**src/tsf_pkg.sv**
```systemverilog
// constants and types shared by the timer status flag logic
`default_nettype none

package tsf_pkg;

    // ************************************************************
    // register map (byte addresses on the apb bus)
    // ************************************************************
    localparam int          ADDR_W               = 12;
    localparam logic [11:0] ADDR_TIMER_CTRL_STAT = 12'h000; // timer_control_status
    localparam logic [11:0] ADDR_IRQ_STATUS      = 12'h004; // sticky events, write one to clear
    localparam logic [11:0] ADDR_IRQ_MASK        = 12'h008; // interrupt enables

    // ************************************************************
    // field layout of timer_control_status
    // ************************************************************
    localparam int NUM_FLAGS      = 5;
    localparam int FLAG_LSB       = 3;  // flags sit in bits 7:3
    localparam int FLAG_MSB       = 7;
    localparam int FREEZE_BIT     = 2;  // timer_freeze
    localparam int RSVD_MSB       = 1;  // bits 1:0 read as zero

    // flag index inside the five-bit flag vector
    localparam int IDX_CAPTURE_A  = 4;
    localparam int IDX_COMPARE_A  = 3;
    localparam int IDX_ROLLOVER   = 2;
    localparam int IDX_CAPTURE_B  = 1;
    localparam int IDX_COMPARE_B  = 0;

    // ************************************************************
    // reset values and counter limits
    // ************************************************************
    localparam logic [4:0]  FLAGS_RESET   = 5'h00;
    localparam logic        FREEZE_RESET  = 1'b0;
    localparam logic [4:0]  MASK_RESET    = 5'h00;
    localparam logic [15:0] COUNTER_MAX   = 16'hffff;
    localparam logic [15:0] COUNTER_ZERO  = 16'h0000;

    // one bit per event flag, msb first as in the status byte
    typedef struct packed {
        logic capture_a;
        logic compare_a;
        logic rollover;
        logic capture_b;
        logic compare_b;
    } tsf_flags_t;

endpackage

`default_nettype wire

```
**src/tsf_status_flags.sv**
```systemverilog
// status, freeze control and interrupt logic of the 16-bit free-running timer
//
// The placing of the registers and register access over APB were left to the implementer.
`default_nettype none

// What this block does
// - capture_a_flag sets on a capture_input_a edge, and in pulse-width mode also on a compare_value_b match.
// - capture_a_flag clears after a status read followed by an access to capture_value_a_low.
// - compare_a_flag sets when the counter equals compare_value_a.
// - compare_a_flag clears after a status read followed by an access to compare_value_a_low.
// - rollover_flag sets when the counter wraps from ffff to 0000.
// - rollover_flag clears after a status read followed by an access to main_counter_low.
// - an access to alt_counter_low never touches rollover_flag.
// - capture_b_flag sets on a capture_input_b edge.
// - capture_b_flag clears after a status read followed by an access to capture_value_b_low.
// - compare_b_flag sets when the counter equals compare_value_b.
// - compare_b_flag clears after a status read followed by an access to compare_value_b_low.
// - timer_freeze high stops prescaler and counter and disables both compare outputs.
// - only a software write changes timer_freeze.
// - all registers stay readable and writable while frozen.
// - bits 7:3 are read-only flags, bit 2 is timer_freeze, bits 1:0 are reserved and read zero.
// - after reset timer_freeze is 0 and all flags are 0.
module tsf_status_flags (
    input  wire logic                   i_clk,
    input  wire logic                   i_nrst,
    // apb slave
    input  wire logic                   i_psel,
    input  wire logic                   i_penable,
    input  wire logic                   i_pwrite,
    input  wire logic [11:0]            i_paddr,
    input  wire logic [31:0]            i_pwdata,
    output logic      [31:0]            o_prdata,
    output logic                        o_pready,
    output logic                        o_pslverr,
    // timer core
    input  wire logic [15:0]            i_counter,
    input  wire logic [15:0]            i_compare_value_a,
    input  wire logic [15:0]            i_compare_value_b,
    input  wire logic                   i_pwm_mode,
    input  wire tsf_pkg::tsf_flags_t    i_low_access,
    input  wire logic                   i_alt_counter_low_acc,
    // capture pins
    input  wire logic                   i_capture_input_a,
    input  wire logic                   i_capture_input_b,
    // control outputs
    output logic                        o_count_enable,
    output logic                        o_compare_out_en,
    output logic                        o_irq
);

    // ************************************************************
    // bus decode
    // ************************************************************
    tsf_pkg::tsf_flags_t flags;
    logic [4:0]          arm;
    logic                freeze;
    logic [4:0]          irq_status;
    logic [4:0]          irq_mask;
    logic [15:0]         counter_prev;

    wire        bus_access   = i_psel && i_penable;
    wire        bus_done     = bus_access && o_pready;
    wire        bus_load     = bus_access && !o_pready;
    wire        sel_ctrl     = (i_paddr == tsf_pkg::ADDR_TIMER_CTRL_STAT);
    wire        sel_irq_st   = (i_paddr == tsf_pkg::ADDR_IRQ_STATUS);
    wire        sel_irq_mask = (i_paddr == tsf_pkg::ADDR_IRQ_MASK);
    wire        sel_any      = sel_ctrl || sel_irq_st || sel_irq_mask;
    wire        wr_done      = bus_done && i_pwrite;
    wire        wr_ctrl      = wr_done && sel_ctrl;
    wire        wr_irq_st    = wr_done && sel_irq_st;
    wire        wr_irq_mask  = wr_done && sel_irq_mask;
    wire        status_read  = bus_done && !i_pwrite && sel_ctrl;

    // status byte: flags, freeze, two zero bits
    wire [7:0]  ctrl_byte    = {flags, freeze, 2'b00};
    wire [31:0] read_mux     = sel_ctrl     ? {24'h000000, ctrl_byte}     :
                               sel_irq_st   ? {27'h0000000, irq_status}   :
                               sel_irq_mask ? {27'h0000000, irq_mask}     :
                                              32'h00000000;

    // ************************************************************
    // apb answer: one wait state, never gated by timer_freeze
    // ************************************************************
    always_ff @(posedge i_clk or negedge i_nrst) begin
        if (!i_nrst) begin
            o_pready  <= 1'b0;
            o_pslverr <= 1'b0;
            o_prdata  <= 32'h00000000;
        end else begin
            o_pready  <= bus_load;
            o_pslverr <= bus_load && !sel_any;
            if (bus_load && !i_pwrite) begin
                o_prdata <= read_mux;
            end
        end
    end

    // ************************************************************
    // capture pin synchronisers and edge filter, one per channel
    // ************************************************************
    wire [1:0] cap_pin = {i_capture_input_a, i_capture_input_b};
    wire [1:0] cap_rise;

    genvar ch;
    generate
        for (ch = 0; ch < 2; ch = ch + 1) begin : g_cap
            logic s0;
            logic s1;
            logic s2;
            logic level;
            // a change counts once the second and third stage agree
            assign cap_rise[ch] = (s1 == s2) && s2 && !level;
            always_ff @(posedge i_clk or negedge i_nrst) begin
                if (!i_nrst) begin
                    s0    <= 1'b0;
                    s1    <= 1'b0;
                    s2    <= 1'b0;
                    level <= 1'b0;
                end else begin
                    s0 <= cap_pin[ch];
                    s1 <= s0;
                    s2 <= s1;
                    if (s1 == s2) begin
                        level <= s2;
                    end
                end
            end
        end
    endgenerate

    // ************************************************************
    // event detection from the counter
    // ************************************************************
    wire cnt_moved = (i_counter != counter_prev);
    wire cmp_a_evt = cnt_moved && (i_counter == i_compare_value_a);
    wire cmp_b_evt = cnt_moved && (i_counter == i_compare_value_b);
    wire roll_evt  = (counter_prev == tsf_pkg::COUNTER_MAX) &&
                     (i_counter == tsf_pkg::COUNTER_ZERO);
    wire cap_a_evt = cap_rise[1] || (i_pwm_mode && cmp_b_evt);
    wire cap_b_evt = cap_rise[0];

    // event and clearing access vectors, same order as the flags
    wire [4:0] evt = {cap_a_evt, cmp_a_evt, roll_evt, cap_b_evt, cmp_b_evt};
    // alt_counter_low is deliberately absent from the clearing vector
    wire [4:0] acc = i_low_access;

    always_ff @(posedge i_clk or negedge i_nrst) begin
        if (!i_nrst) begin
            counter_prev <= tsf_pkg::COUNTER_ZERO;
        end else begin
            counter_prev <= i_counter;
        end
    end

    // ************************************************************
    // event flags: set wins, clear needs an armed status read
    // ************************************************************
    logic [4:0] next_flags;
    logic [4:0] next_arm;

    generate
        for (ch = 0; ch < tsf_pkg::NUM_FLAGS; ch = ch + 1) begin : g_flag
            assign next_flags[ch] = evt[ch] || (flags[ch] && !(arm[ch] && acc[ch]));
            // arm with what software actually saw in the status byte
            assign next_arm[ch]   = status_read ? o_prdata[tsf_pkg::FLAG_LSB + ch] :
                                                  (arm[ch] && !acc[ch]);
        end
    endgenerate

    always_ff @(posedge i_clk or negedge i_nrst) begin
        if (!i_nrst) begin
            flags <= tsf_pkg::FLAGS_RESET;
            arm   <= 5'h00;
        end else begin
            flags <= next_flags;
            arm   <= next_arm;
        end
    end

    // ************************************************************
    // timer_freeze and the gated timer controls
    // ************************************************************
    wire next_freeze = wr_ctrl ? i_pwdata[tsf_pkg::FREEZE_BIT] : freeze;

    always_ff @(posedge i_clk or negedge i_nrst) begin
        if (!i_nrst) begin
            freeze           <= tsf_pkg::FREEZE_RESET;
            o_count_enable   <= 1'b1;
            o_compare_out_en <= 1'b1;
        end else begin
            freeze           <= next_freeze;
            o_count_enable   <= !next_freeze;
            o_compare_out_en <= !next_freeze;
        end
    end

    // ************************************************************
    // interrupt status, mask and output
    // ************************************************************
    wire [4:0] w1c_bits       = wr_irq_st ? i_pwdata[4:0] : 5'h00;
    wire [4:0] next_irq_st    = evt | (irq_status & ~w1c_bits);
    wire [4:0] next_irq_mask  = wr_irq_mask ? i_pwdata[4:0] : irq_mask;

    always_ff @(posedge i_clk or negedge i_nrst) begin
        if (!i_nrst) begin
            irq_status <= 5'h00;
            irq_mask   <= tsf_pkg::MASK_RESET;
            o_irq      <= 1'b0;
        end else begin
            irq_status <= next_irq_st;
            irq_mask   <= next_irq_mask;
            o_irq      <= |(irq_status & irq_mask);
        end
    end
endmodule

`default_nettype wire

```
**config.mk**
```make
export PLATFORM = sky130hd
export DESIGN_NAME = tsf_status_flags
export DESIGN_NICKNAME = d
export VERILOG_FILES = /design/src/tsf_pkg.sv /design/src/tsf_status_flags.sv
export SDC_FILE = /design/constraint.sdc
export NUM_CORES = 1
export LEC_CHECK = 0
export BUFFER_PORTS_ARGS = -buffer_cell sky130_fd_sc_hd__buf_2
export CAP_MARGIN = 15
export CORE_MARGIN = 2
export CORE_UTILIZATION = 50
export DETAILED_ROUTE_END_ITERATION = 10
export PLACE_DENSITY = 0.95
export SLEW_MARGIN = 25
export SYNTH_ARGS = -nofsm -noshare
export SYNTH_HDL_FRONTEND = slang
export SYNTH_SLANG_ARGS = --single-unit
```
**constraint.sdc**
```tcl
create_clock -name i_clk -period 3.2 [get_ports i_clk]
set_input_delay 0.64 -clock i_clk [delete_from_list [all_inputs] [get_ports i_clk]]
set_output_delay 0.64 -clock i_clk [all_outputs]
set_load 0.05 [all_outputs]
```
# --- Word-level counts from Yosys, hierarchy flattened ---
# Cells that the tools add are included.
# W data, S select, Z words.
op_classes:
  n_eq_ne: 8
  n_mux: 10
  bitwise: 4
  reduce_logical: 61
ops:
  columns: ["operator", "n"]
  rows:
  - ["$logic_and A1 B1 Y1", 34]
  - ["$eq A16 B16 Y1", 2]
  - ["$eq A16 B16 Y1 const B", 1]
  - ["$logic_not A1 Y1", 16]
  - ["$logic_not A16 Y1", 1]
  - ["$ne A16 B16 Y1", 1]
  - ["$mux W5", 3]
  - ["$eq A12 B3 Y1 const B", 1]
  - ["$eq A12 B4 Y1 const B", 1]
  - ["$logic_not A12 Y1", 1]
  - ["$and A5 B5 Y5", 2]
  - ["$logic_or A1 B1 Y1", 8]
  - ["$mux W8", 1]
  - ["$mux W1", 6]
  - ["$not A5 Y5", 1]
  - ["$or A5 B5 Y5", 1]
  - ["$reduce_or A5 Y1", 1]
  - ["$eq A1 B1 Y1", 2]
word_totals:
  ff_bits: 81
  inputBits: 106
  out_inout_bits: 37
  elab_cells: 106

# --- Logic depth before layout (Yosys ltp) ---
# Gate-level depths: netlist of run 1.
logic_depth:
  ltp_word: 8
  ltp_mapped: 5
  depth_no_buf: 5

# --- Worst setup path before layout of run 1 ---
# No wires, ideal clock.
synth_path:
  path_type: "input-to-reg"
  from: "input port i_paddr[9]"
  to: "register arm[0]"
  setup_time_ns: 0.125
  t_arrival_ns: 2.172
  required_time_ns: 3.075
  setup_slack_ns: 0.903
  cell_stages: 5
  path_buffers: 0
  path_cell_list: "nor4_2 -> nand3_2 -> or3_4 -> nor4b_4 -> mux2_2"
synth_via:
  elab_chain_len: 3
synth_lines:
  columns: ["element", "line_no", "rtl"]
  rows:
  - ["start: declaration", "tsf_status_flags.sv:30", "input wire logic [11:0] i_paddr,"]
  - ["$logic_not A12 Y1", "tsf_status_flags.sv:64", "wire sel_ctrl = (i_paddr == tsf_pkg::ADDR_TIMER_CTRL_STAT);"]
  - ["$logic_and A1 B1 Y1", "tsf_status_flags.sv:72", "wire status_read = bus_done && !i_pwrite && sel_ctrl;"]
  - ["$mux W1", "tsf_status_flags.sv:165", "assign next_arm[ch] = status_read ? o_prdata[tsf_pkg::FLAG_LSB + ch] :"]
  - ["net next_arm[0]", "tsf_status_flags.sv:159", "logic [4:0] next_arm;"]
  - ["end signal: assignment", "tsf_status_flags.sv:176", "arm <= next_arm;"]
  - ["end: declaration", "tsf_status_flags.sv:55", "logic [4:0] arm;"]
# The timed path passes the listed nets, and every way through them passes these cells.
# A chain may end at the register's enable or synchronous reset.

# --- Final worst setup path of run 1 ---
layout_path:
  from: "input port i_paddr[9]"
  to: "register arm[4]"
# The elaborated chain is that of the path after synthesis.

==> results of run 1 <==
## layout make-up
class | count | area share
sequential | 57 | 0.394
timing repair buffer | 93 | 0.130
clock inverter | 5 | 0.0283
multi-input combinational | 194 | 0.380
clock buffer | 11 | 0.0390
inverter | 4 | 0.00414
tap | 72 | 0.0248
## stage by stage
step	hold WS (ns)	util	setup slack [ns]	instance area (sq um)	instances
floorplan	0.331	-	0.903	3030	283
global placement	0.335	0.603	0.613	3380	420
detailed placement	0.342	0.603	0.558	3380	420
CTS	0.254	0.647	0.916	3630	436
global route	0.280	0.647	0.859	3630	436
finish	0.249	0.647	0.948	3630	436
## power by group through the flow
stage               logic [mW]  registers, mW  clock network, mW
finish                   0.238          0.753              0.827
global route             0.258          0.755              0.878
CTS                      0.239          0.753              0.837
detailed placement       0.238          0.766                  0
global placement         0.230          0.764                  0
floorplan                0.159          0.768                  0
## final timing paths
path	end	depth (start not counted)	start	slack, ns
max	arm[4]$_DFF_PN0_	6	i_paddr[9]	0.95
min in group i_clk	g_cap[0].s1$_DFF_PN0_	0	g_cap[0].s0$_DFF_PN0_	0.36
max reg2reg	ctrl_byte[7]$_DFF_PN0_	5	counter_prev[9]$_DFF_PN0_	1.46
min	g_cap[0].s0$_DFF_PN0_	1	i_nrst	0.25
max in group asynchronous	o_compare_out_en$_DFF_PN1_	2	i_nrst	2.10
min reg2reg	g_cap[0].s1$_DFF_PN0_	0	g_cap[0].s0$_DFF_PN0_	0.36
## logic make-up after synthesis
| kind of cell | synth area share |
|---|---|
| AND/OR/NAND/NOR | 0.161 |
| flip-flops | 0.485 |
| XOR/XNOR | 0.143 |
| buffers and inverters | 0.0773 |
| AO/OA/AOI/OAI | 0.0654 |
| multiplexers | 0.0594 |
| adder cells (fa/ha/maj) | 0.00849 |
| other | 0.00127 |
## sequential cells by signal, summed over array words and instances, names as in the netlist
signal / cells
freeze: 1
o_compare_out_en: 1
irq_status: 5
g_cap.level: 2
o_pslverr: 1
g_cap.s1: 2
o_prdata: 8
o_irq: 1
counter_prev: 16
o_pready: 1
arm: 5
ctrl_byte: 5
g_cap.s2: 2
g_cap.s0: 2
irq_mask: 5
## per-layer routing
layer  vias to the layer above  share of wire  track usage
li1                       1061              -            -
met1                      1070           0.38        0.245
met2                       100           0.53        0.366
met3                        15          0.066       0.0600
met4                         0          0.019        0.108
met5                         -              0            0
## worst reg2reg max path, cell delays in order, from the launching register on
cell     delay (ns)
dfrtp_1        0.39
xnor2_1        0.18
nand4_1        0.13
nor4_1         0.38
nor2_1         0.18
a221o_1        0.37
## Yosys cell counts, drive strengths merged
library cell,number
a21o,9
a21oi,5
a221o,1
a222oi,1
a22oi,3
and2b,5
buf,25
clkbuf,3
conb,1
dfrtp,56
dfstp,1
ha,2
inv,4
mux2,12
mux2i,4
nand2,22
nand3,1
nand4,9
nor2,9
nor2b,3
nor3,2
nor3b,1
nor4,12
nor4b,1
nor4bb,8
o21ai,4
o31ai,5
or3,2
or4,1
xnor2,16
xor2,32
==> key figures, run 1 <==
Run status
  – Status: finished clean

Power
  – Gate power share: 0.131
  – Net Sw Frac: 0.252
  – Leak Pwr: between 1.5 and 2 nW
  – Worst IR Drop VDD: approximately 0.28 mV
  – PwrDens: 501 nW/um^2
  – NetSw: around 0.46 mW
  – Final Power: 1.82 mW
  – Sequential Power Share: 0.414
  – Power share of the clock group: 0.455
  – Int Pwr: around 1.4 mW

Worst setup path
  – Setup CP Type: in2reg
  – CP max-delay cell: or3_4
  – Crit-path max cell delay: 0.41 ns
  – Peak fanout along the critical path: 10
  – Family with the most delay on the worst path: simple AND/OR/NAND/NOR gates
  – Worst Path Arrival: 2.48 ns
  – CP Buf/Inv Count: 1
  – Worst-path cell chain: buf_2 > nor4_2 > nand3_2 > or3_4 > nor4b_4 > mux2_2
  – Crit start category: input port
  – WP data required: 3.43 ns
  – CP Capture Type: flop

Placed design
  – GPL Wtd Cong: 0.829
  – HPWL Detailed: between 5000 and 6000 microns
  – Port Buffers: 90

Finish
  – Antenna Cells: 0
  – Commonest non-fill, non-tap cell in the layout: buf_2
  – Share of cells above drive strength 1: 0.349
  – Commonest cells after routing, fill and taps aside: buf_2 (90), dfrtp_1 (56), xor2_1 (32)
  – Final nets: 467
  – # fillers: 448
  – Reg area: 1430 sq um
  – Area of the multi-input gates: 1380 sq um
  – Area grow syn2layout: 23.1%

Floorplan
  – Die Width: 80.8 microns
  – Die area: about 6500 sq um
  – Initial core utilization: 0.525
  – Die Ht: 80.8 microns
  – Rows: 27
  – Num ports: 143
  – CORE AREA: 5610 sq um

Yosys
  – Area leader, netlist: dfrtp_1
  – Mapped Avg Cell Area: 11.3 sq um
  – Top cells by area, synth: dfrtp_1 (48%), xor2_1 (9.5%), buf_4 (6.4%)
  – Count of different cell masters after synthesis: 35
  – Flops & latches, synth: 57
  – Cells after Synth: 260
  – Sequential area share after synthesis: 0.485
  – Cell area after synthesis: a little under 3000 sq um
  – Share of the synthesized area in the top cell type: 0.476
  – Warnings, synthesis: 0

STA
  – Final hold vios: 0
  – RSZ-0062 raised after global routing: false
  – Max-slew violations: 0
  – TNS Setup: 0 ns
  – Setup violators final: 0
  – Final Critical Period: 2.25 ns
  – Final period util: 0.704
  – Worst Clk Skew: 0.00523 ns
  – Max Freq: approximately 0.44 GHz

Routing
  – DR WL/cell: 14.9 microns
  – Initial DRC Count: 80
  – Routed Wire Length: 6500 microns
  – Routed Antenna Nets: 0
  – Vias per inst: 5.15
  – Total number of vias: 2246
  – Drt first pass iters: 6
  – Residual DRC: 0

Global route
  – Vias in the first global route: 2235
  – Initial antenna violation count: 0
  – Maximum number of pins on one net before global-route repair: 36
  – Remaining global-route overflow: 0
  – First-pass GRT wire length: 10200 microns
  – Total track usage: 0.214

Hold path
  – Hold Path Class: in2async

Clock network
  – Post-CTS setup buffers: 0
  – Worst-Skew Late Latency: 0.34 ns
  – H-Tree Depth: 3
  – Root Buffer: clkbuf_8
  – TritonCTS buffer count: 9
  – CTS tree: built
  – Deepest clock path buffer count: 2
  – Cts repair resizes: 0
  – Clock Pin Slew Worst Setup and Hold Paths: 0.07 ns
  – Clock tree sinks: 57
  – Post-CTS Hold Buffers: 0

Job
  – Max-Cap Viols: 0
(Power assumes the default switching activity.)
==> run 2: changes to the inputs <==
CORE_UTILIZATION = 42   (was 50)
PLACE_DENSITY = 0.87   (was 0.95)
clock period = 1.9 ns   (was 3.2 ns; I/O delays follow)
==> run 2 against run 1 <==
Routed wire length rose by 4.4%. Flip-flop and latch count stayed put. Critical endpoint is now arm[3]$_DFF_PN0_. Largest cell class unchanged. Largest power group unchanged. Global-route usage fell by 3.2 points. Cell area increased by 3.6%. Sequential share of layout area fell by 1.4 points. Clock skew up 0.0023 ns. Via count increased by 0.76%. Hold slack got worse by 0.24 ns. Highest routed layer unchanged. Die area increased by 18%.
==> key figures, run 2 (synthesis gave the netlist of run 1 again) <==
Routing
  – Routed Antenna Nets: 0 (unchanged)
  – Initial DRC Count: 75 (-6.3%)
  – Met3 wire length: 399 microns (-6.6%)
  – Total number of vias: 2263 (+0.76%)
  – Vias per inst: 4.83 (-6.3%)
  – Residual DRC: 0 (unchanged)
  – DR WL/cell: 14.5 microns (-2.9%)
  – Drt first pass iters: 4 (-2)
  – Uppermost routed layer: met4
  – Routed wl met2: 3510 microns (+1.7%)
  – Routed Wire Length: 6790 microns (+4.4%)
  – Met1 wire length: 2770 microns (+11%)

STA
  – Setup violators final: 0 (unchanged)
  – TNS Setup: 0 ns (unchanged)
  – RSZ-0062 raised after global routing: false
  – Slew headroom: 0.646
  – Final Critical Period: approximately 1.8 ns
  – Worst Clk Skew: 0.00757 ns (+0.00234 ns)
  – Slew @ Worst Pin: ~0.53 ns
  – Final period util: 0.943
  – Final hold vios: 0 (unchanged)
  – Max Freq: 0.558 GHz
  – Max-slew violations: 0 (unchanged)

Run status
  – Status: finished clean

Global route
  – Initial antenna violation count: 1 (+1)
  – First-pass GRT wire length: 10400 microns (+2.6%)
  – Total track usage: 0.181 (-0.0325)
  – Remaining global-route overflow: 0 (unchanged)
  – Vias in the first global route: 2179 (-2.5%)
  – Maximum number of pins on one net before global-route repair: 24 (-33%)

Worst setup path
  – R2r startpoint: o_pready$_DFF_PN0_
  – Worst Path Arrival: 2.00 ns (-0.48 ns)
  – WP data required: 2.11 ns (-1.32 ns)
  – Crit start category: input port
  – Crit path launch: i_paddr[9]
  – CP Buf/Inv Count: 2 (+1)
  – CP max-delay cell: or3_4
  – Peak fanout along the critical path: 4 (-6)
  – Setup CP Type: in2reg
  – CP Capture Type: flop
  – Crit-path max cell delay: 0.36 ns (-0.05 ns)
  – Family with the most delay on the worst path: simple AND/OR/NAND/NOR gates
  – Worst-path cell chain: buf_2 > nor4_4 > nand3_2 > or3_4 > nor4b_4 > buf_4 > mux2_2

Placed design
  – GPL Wtd Cong: 0.829 (about the same)
  – Port Buffers: 90 (unchanged)
  – HPWL Detailed: 5360 microns (+5.7%)
  – Placed cell count: 453 (+7.9%)

Finish
  – Share of cells above drive strength 1: 0.367 (+0.0184)
  – Commonest non-fill, non-tap cell in the layout: buf_2
  – Max reg flops: 16 (unchanged)
  – Layout Cells excl Fill: 469 (+7.6%)
  – Antenna Cells: 0 (unchanged)
  – Biggest register: counter_prev
  – Final nets: 476 (+1.9%)
  – Area grow syn2layout: 27.5%
  – Commonest cells after routing, fill and taps aside: buf_2 (90), dfrtp_1 (56), xor2_1 (32)
  – Top flop regs: counter_prev x16, o_prdata x8

Clock network
  – Deepest clock path buffer count: 2 (unchanged)
  – Root Buffer: clkbuf_8
  – CTS tree: built
  – H-Tree Depth: 3 (unchanged)
  – Clock Pin Slew Worst Setup and Hold Paths: 0.07 ns (about the same)
  – Clock tree sinks: 57 (unchanged)
  – Post-CTS setup buffers: 0 (unchanged)
  – Cts repair resizes: 0 (unchanged)
  – TritonCTS buffer count: 9 (unchanged)
  – Post-CTS Hold Buffers: 0 (unchanged)
  – Worst-Skew Late Latency: 0.33 ns (about the same)

Power
  – PwrDens: 818 nW/um^2 (+63%)
  – Power share of the clock group: 0.452 (-0.003)
  – Net Sw Frac: 0.253 (+0.00121)
  – Int Pwr: 2.29 mW (+69%)
  – NetSw: 0.778 mW (+70%)
  – Gate power share: 0.136 (+0.005)
  – Sequential Power Share: 0.412 (-0.002)
  – Worst IR Drop VDD: 0.614 mV (+120%)
  – Leak Pwr: 1.89 nW (+3.2%)

Floorplan
  – Rows: 30 (+11%)
  – Die area: 7700 sq um (+18%)
  – CORE AREA: 6790 sq um (+21%)
  – Die Ht: 87.8 microns (+8.7%)
  – Num ports: 143 (unchanged)
  – Initial core utilization: 0.434 (-0.0917)
  – Die Width: 87.8 microns (+8.7%)

Hold path
  – Hold Path Class: in2async

Job
  – Max-Cap Viols: 0 (unchanged)
## run 2: changes by cell type in the layout (fill, tap and decap cells not counted), sizes merged
| cell | previous run | this run |
|---|---|---|
| buf | 93 | 102 |
| clkbuf | 11 | 10 |
| clkinv | 1 | 3 |
| clkinvlp | 1 | 0 |
## run 2: path summary, 6_finish.rpt
kind | end | slack (ns) | cells after the start
max in group asynchronous | g_cap[1].level$_DFFE_PN0N_ | 1.28 | 2
min in group i_clk | g_cap[0].s0$_DFF_PN0_ | 0.16 | 1
min | o_pready$_DFF_PN0_ | 0.01 | 1
max reg2reg | freeze$_DFF_PN0_ | 0.22 | 4
min reg2reg | g_cap[0].s1$_DFF_PN0_ | 0.35 | 0
max | arm[3]$_DFF_PN0_ | 0.11 | 7
## run 2: area by class of cell
cell class | count | area [sq um]
multi-input cells | 194 | 1400
fillers | 575 | 3040
clock buffers | 10 | 138
inverters | 4 | 15.0
flip-flops and latches | 57 | 1430
repair buffers | 102 | 553
clock inverters | 6 | 105
well taps | 96 | 120
## run 2: power groups by stage
stage | combinational, mW | sequential, mW | clock, mW
floorplan | 0.269 | 1.29 | 0
global placement | 0.406 | 1.29 | 0
detailed placement | 0.419 | 1.29 | 0
CTS | 0.421 | 1.27 | 1.41
global route | 0.454 | 1.27 | 1.47
finish | 0.419 | 1.27 | 1.39
## run 2: metal layers
metal  GRT usage  vias up
li1            -     1081
met5           0        -
met3      0.0415       12
met2       0.311       84
met1       0.221     1086
met4      0.0713        0
## run 2: metrics by stage
step           worst slack (ns)  instance area, sq um  hold slack [ns]   util  total power, mW
6_report                  0.108                  3760           0.0129  0.553             3.07
3_5_place_dp             -0.227                  3510            0.338  0.517             1.71
2_1_floorplan            -0.134                  3050           0.0844      -             1.56
5_1_grt                  0.0438                  3760           0.0397  0.553             3.20
3_3_place_gp             -0.199                  3510            0.334  0.517             1.69
4_1_cts                   0.114                  3760           0.0154  0.553             3.10
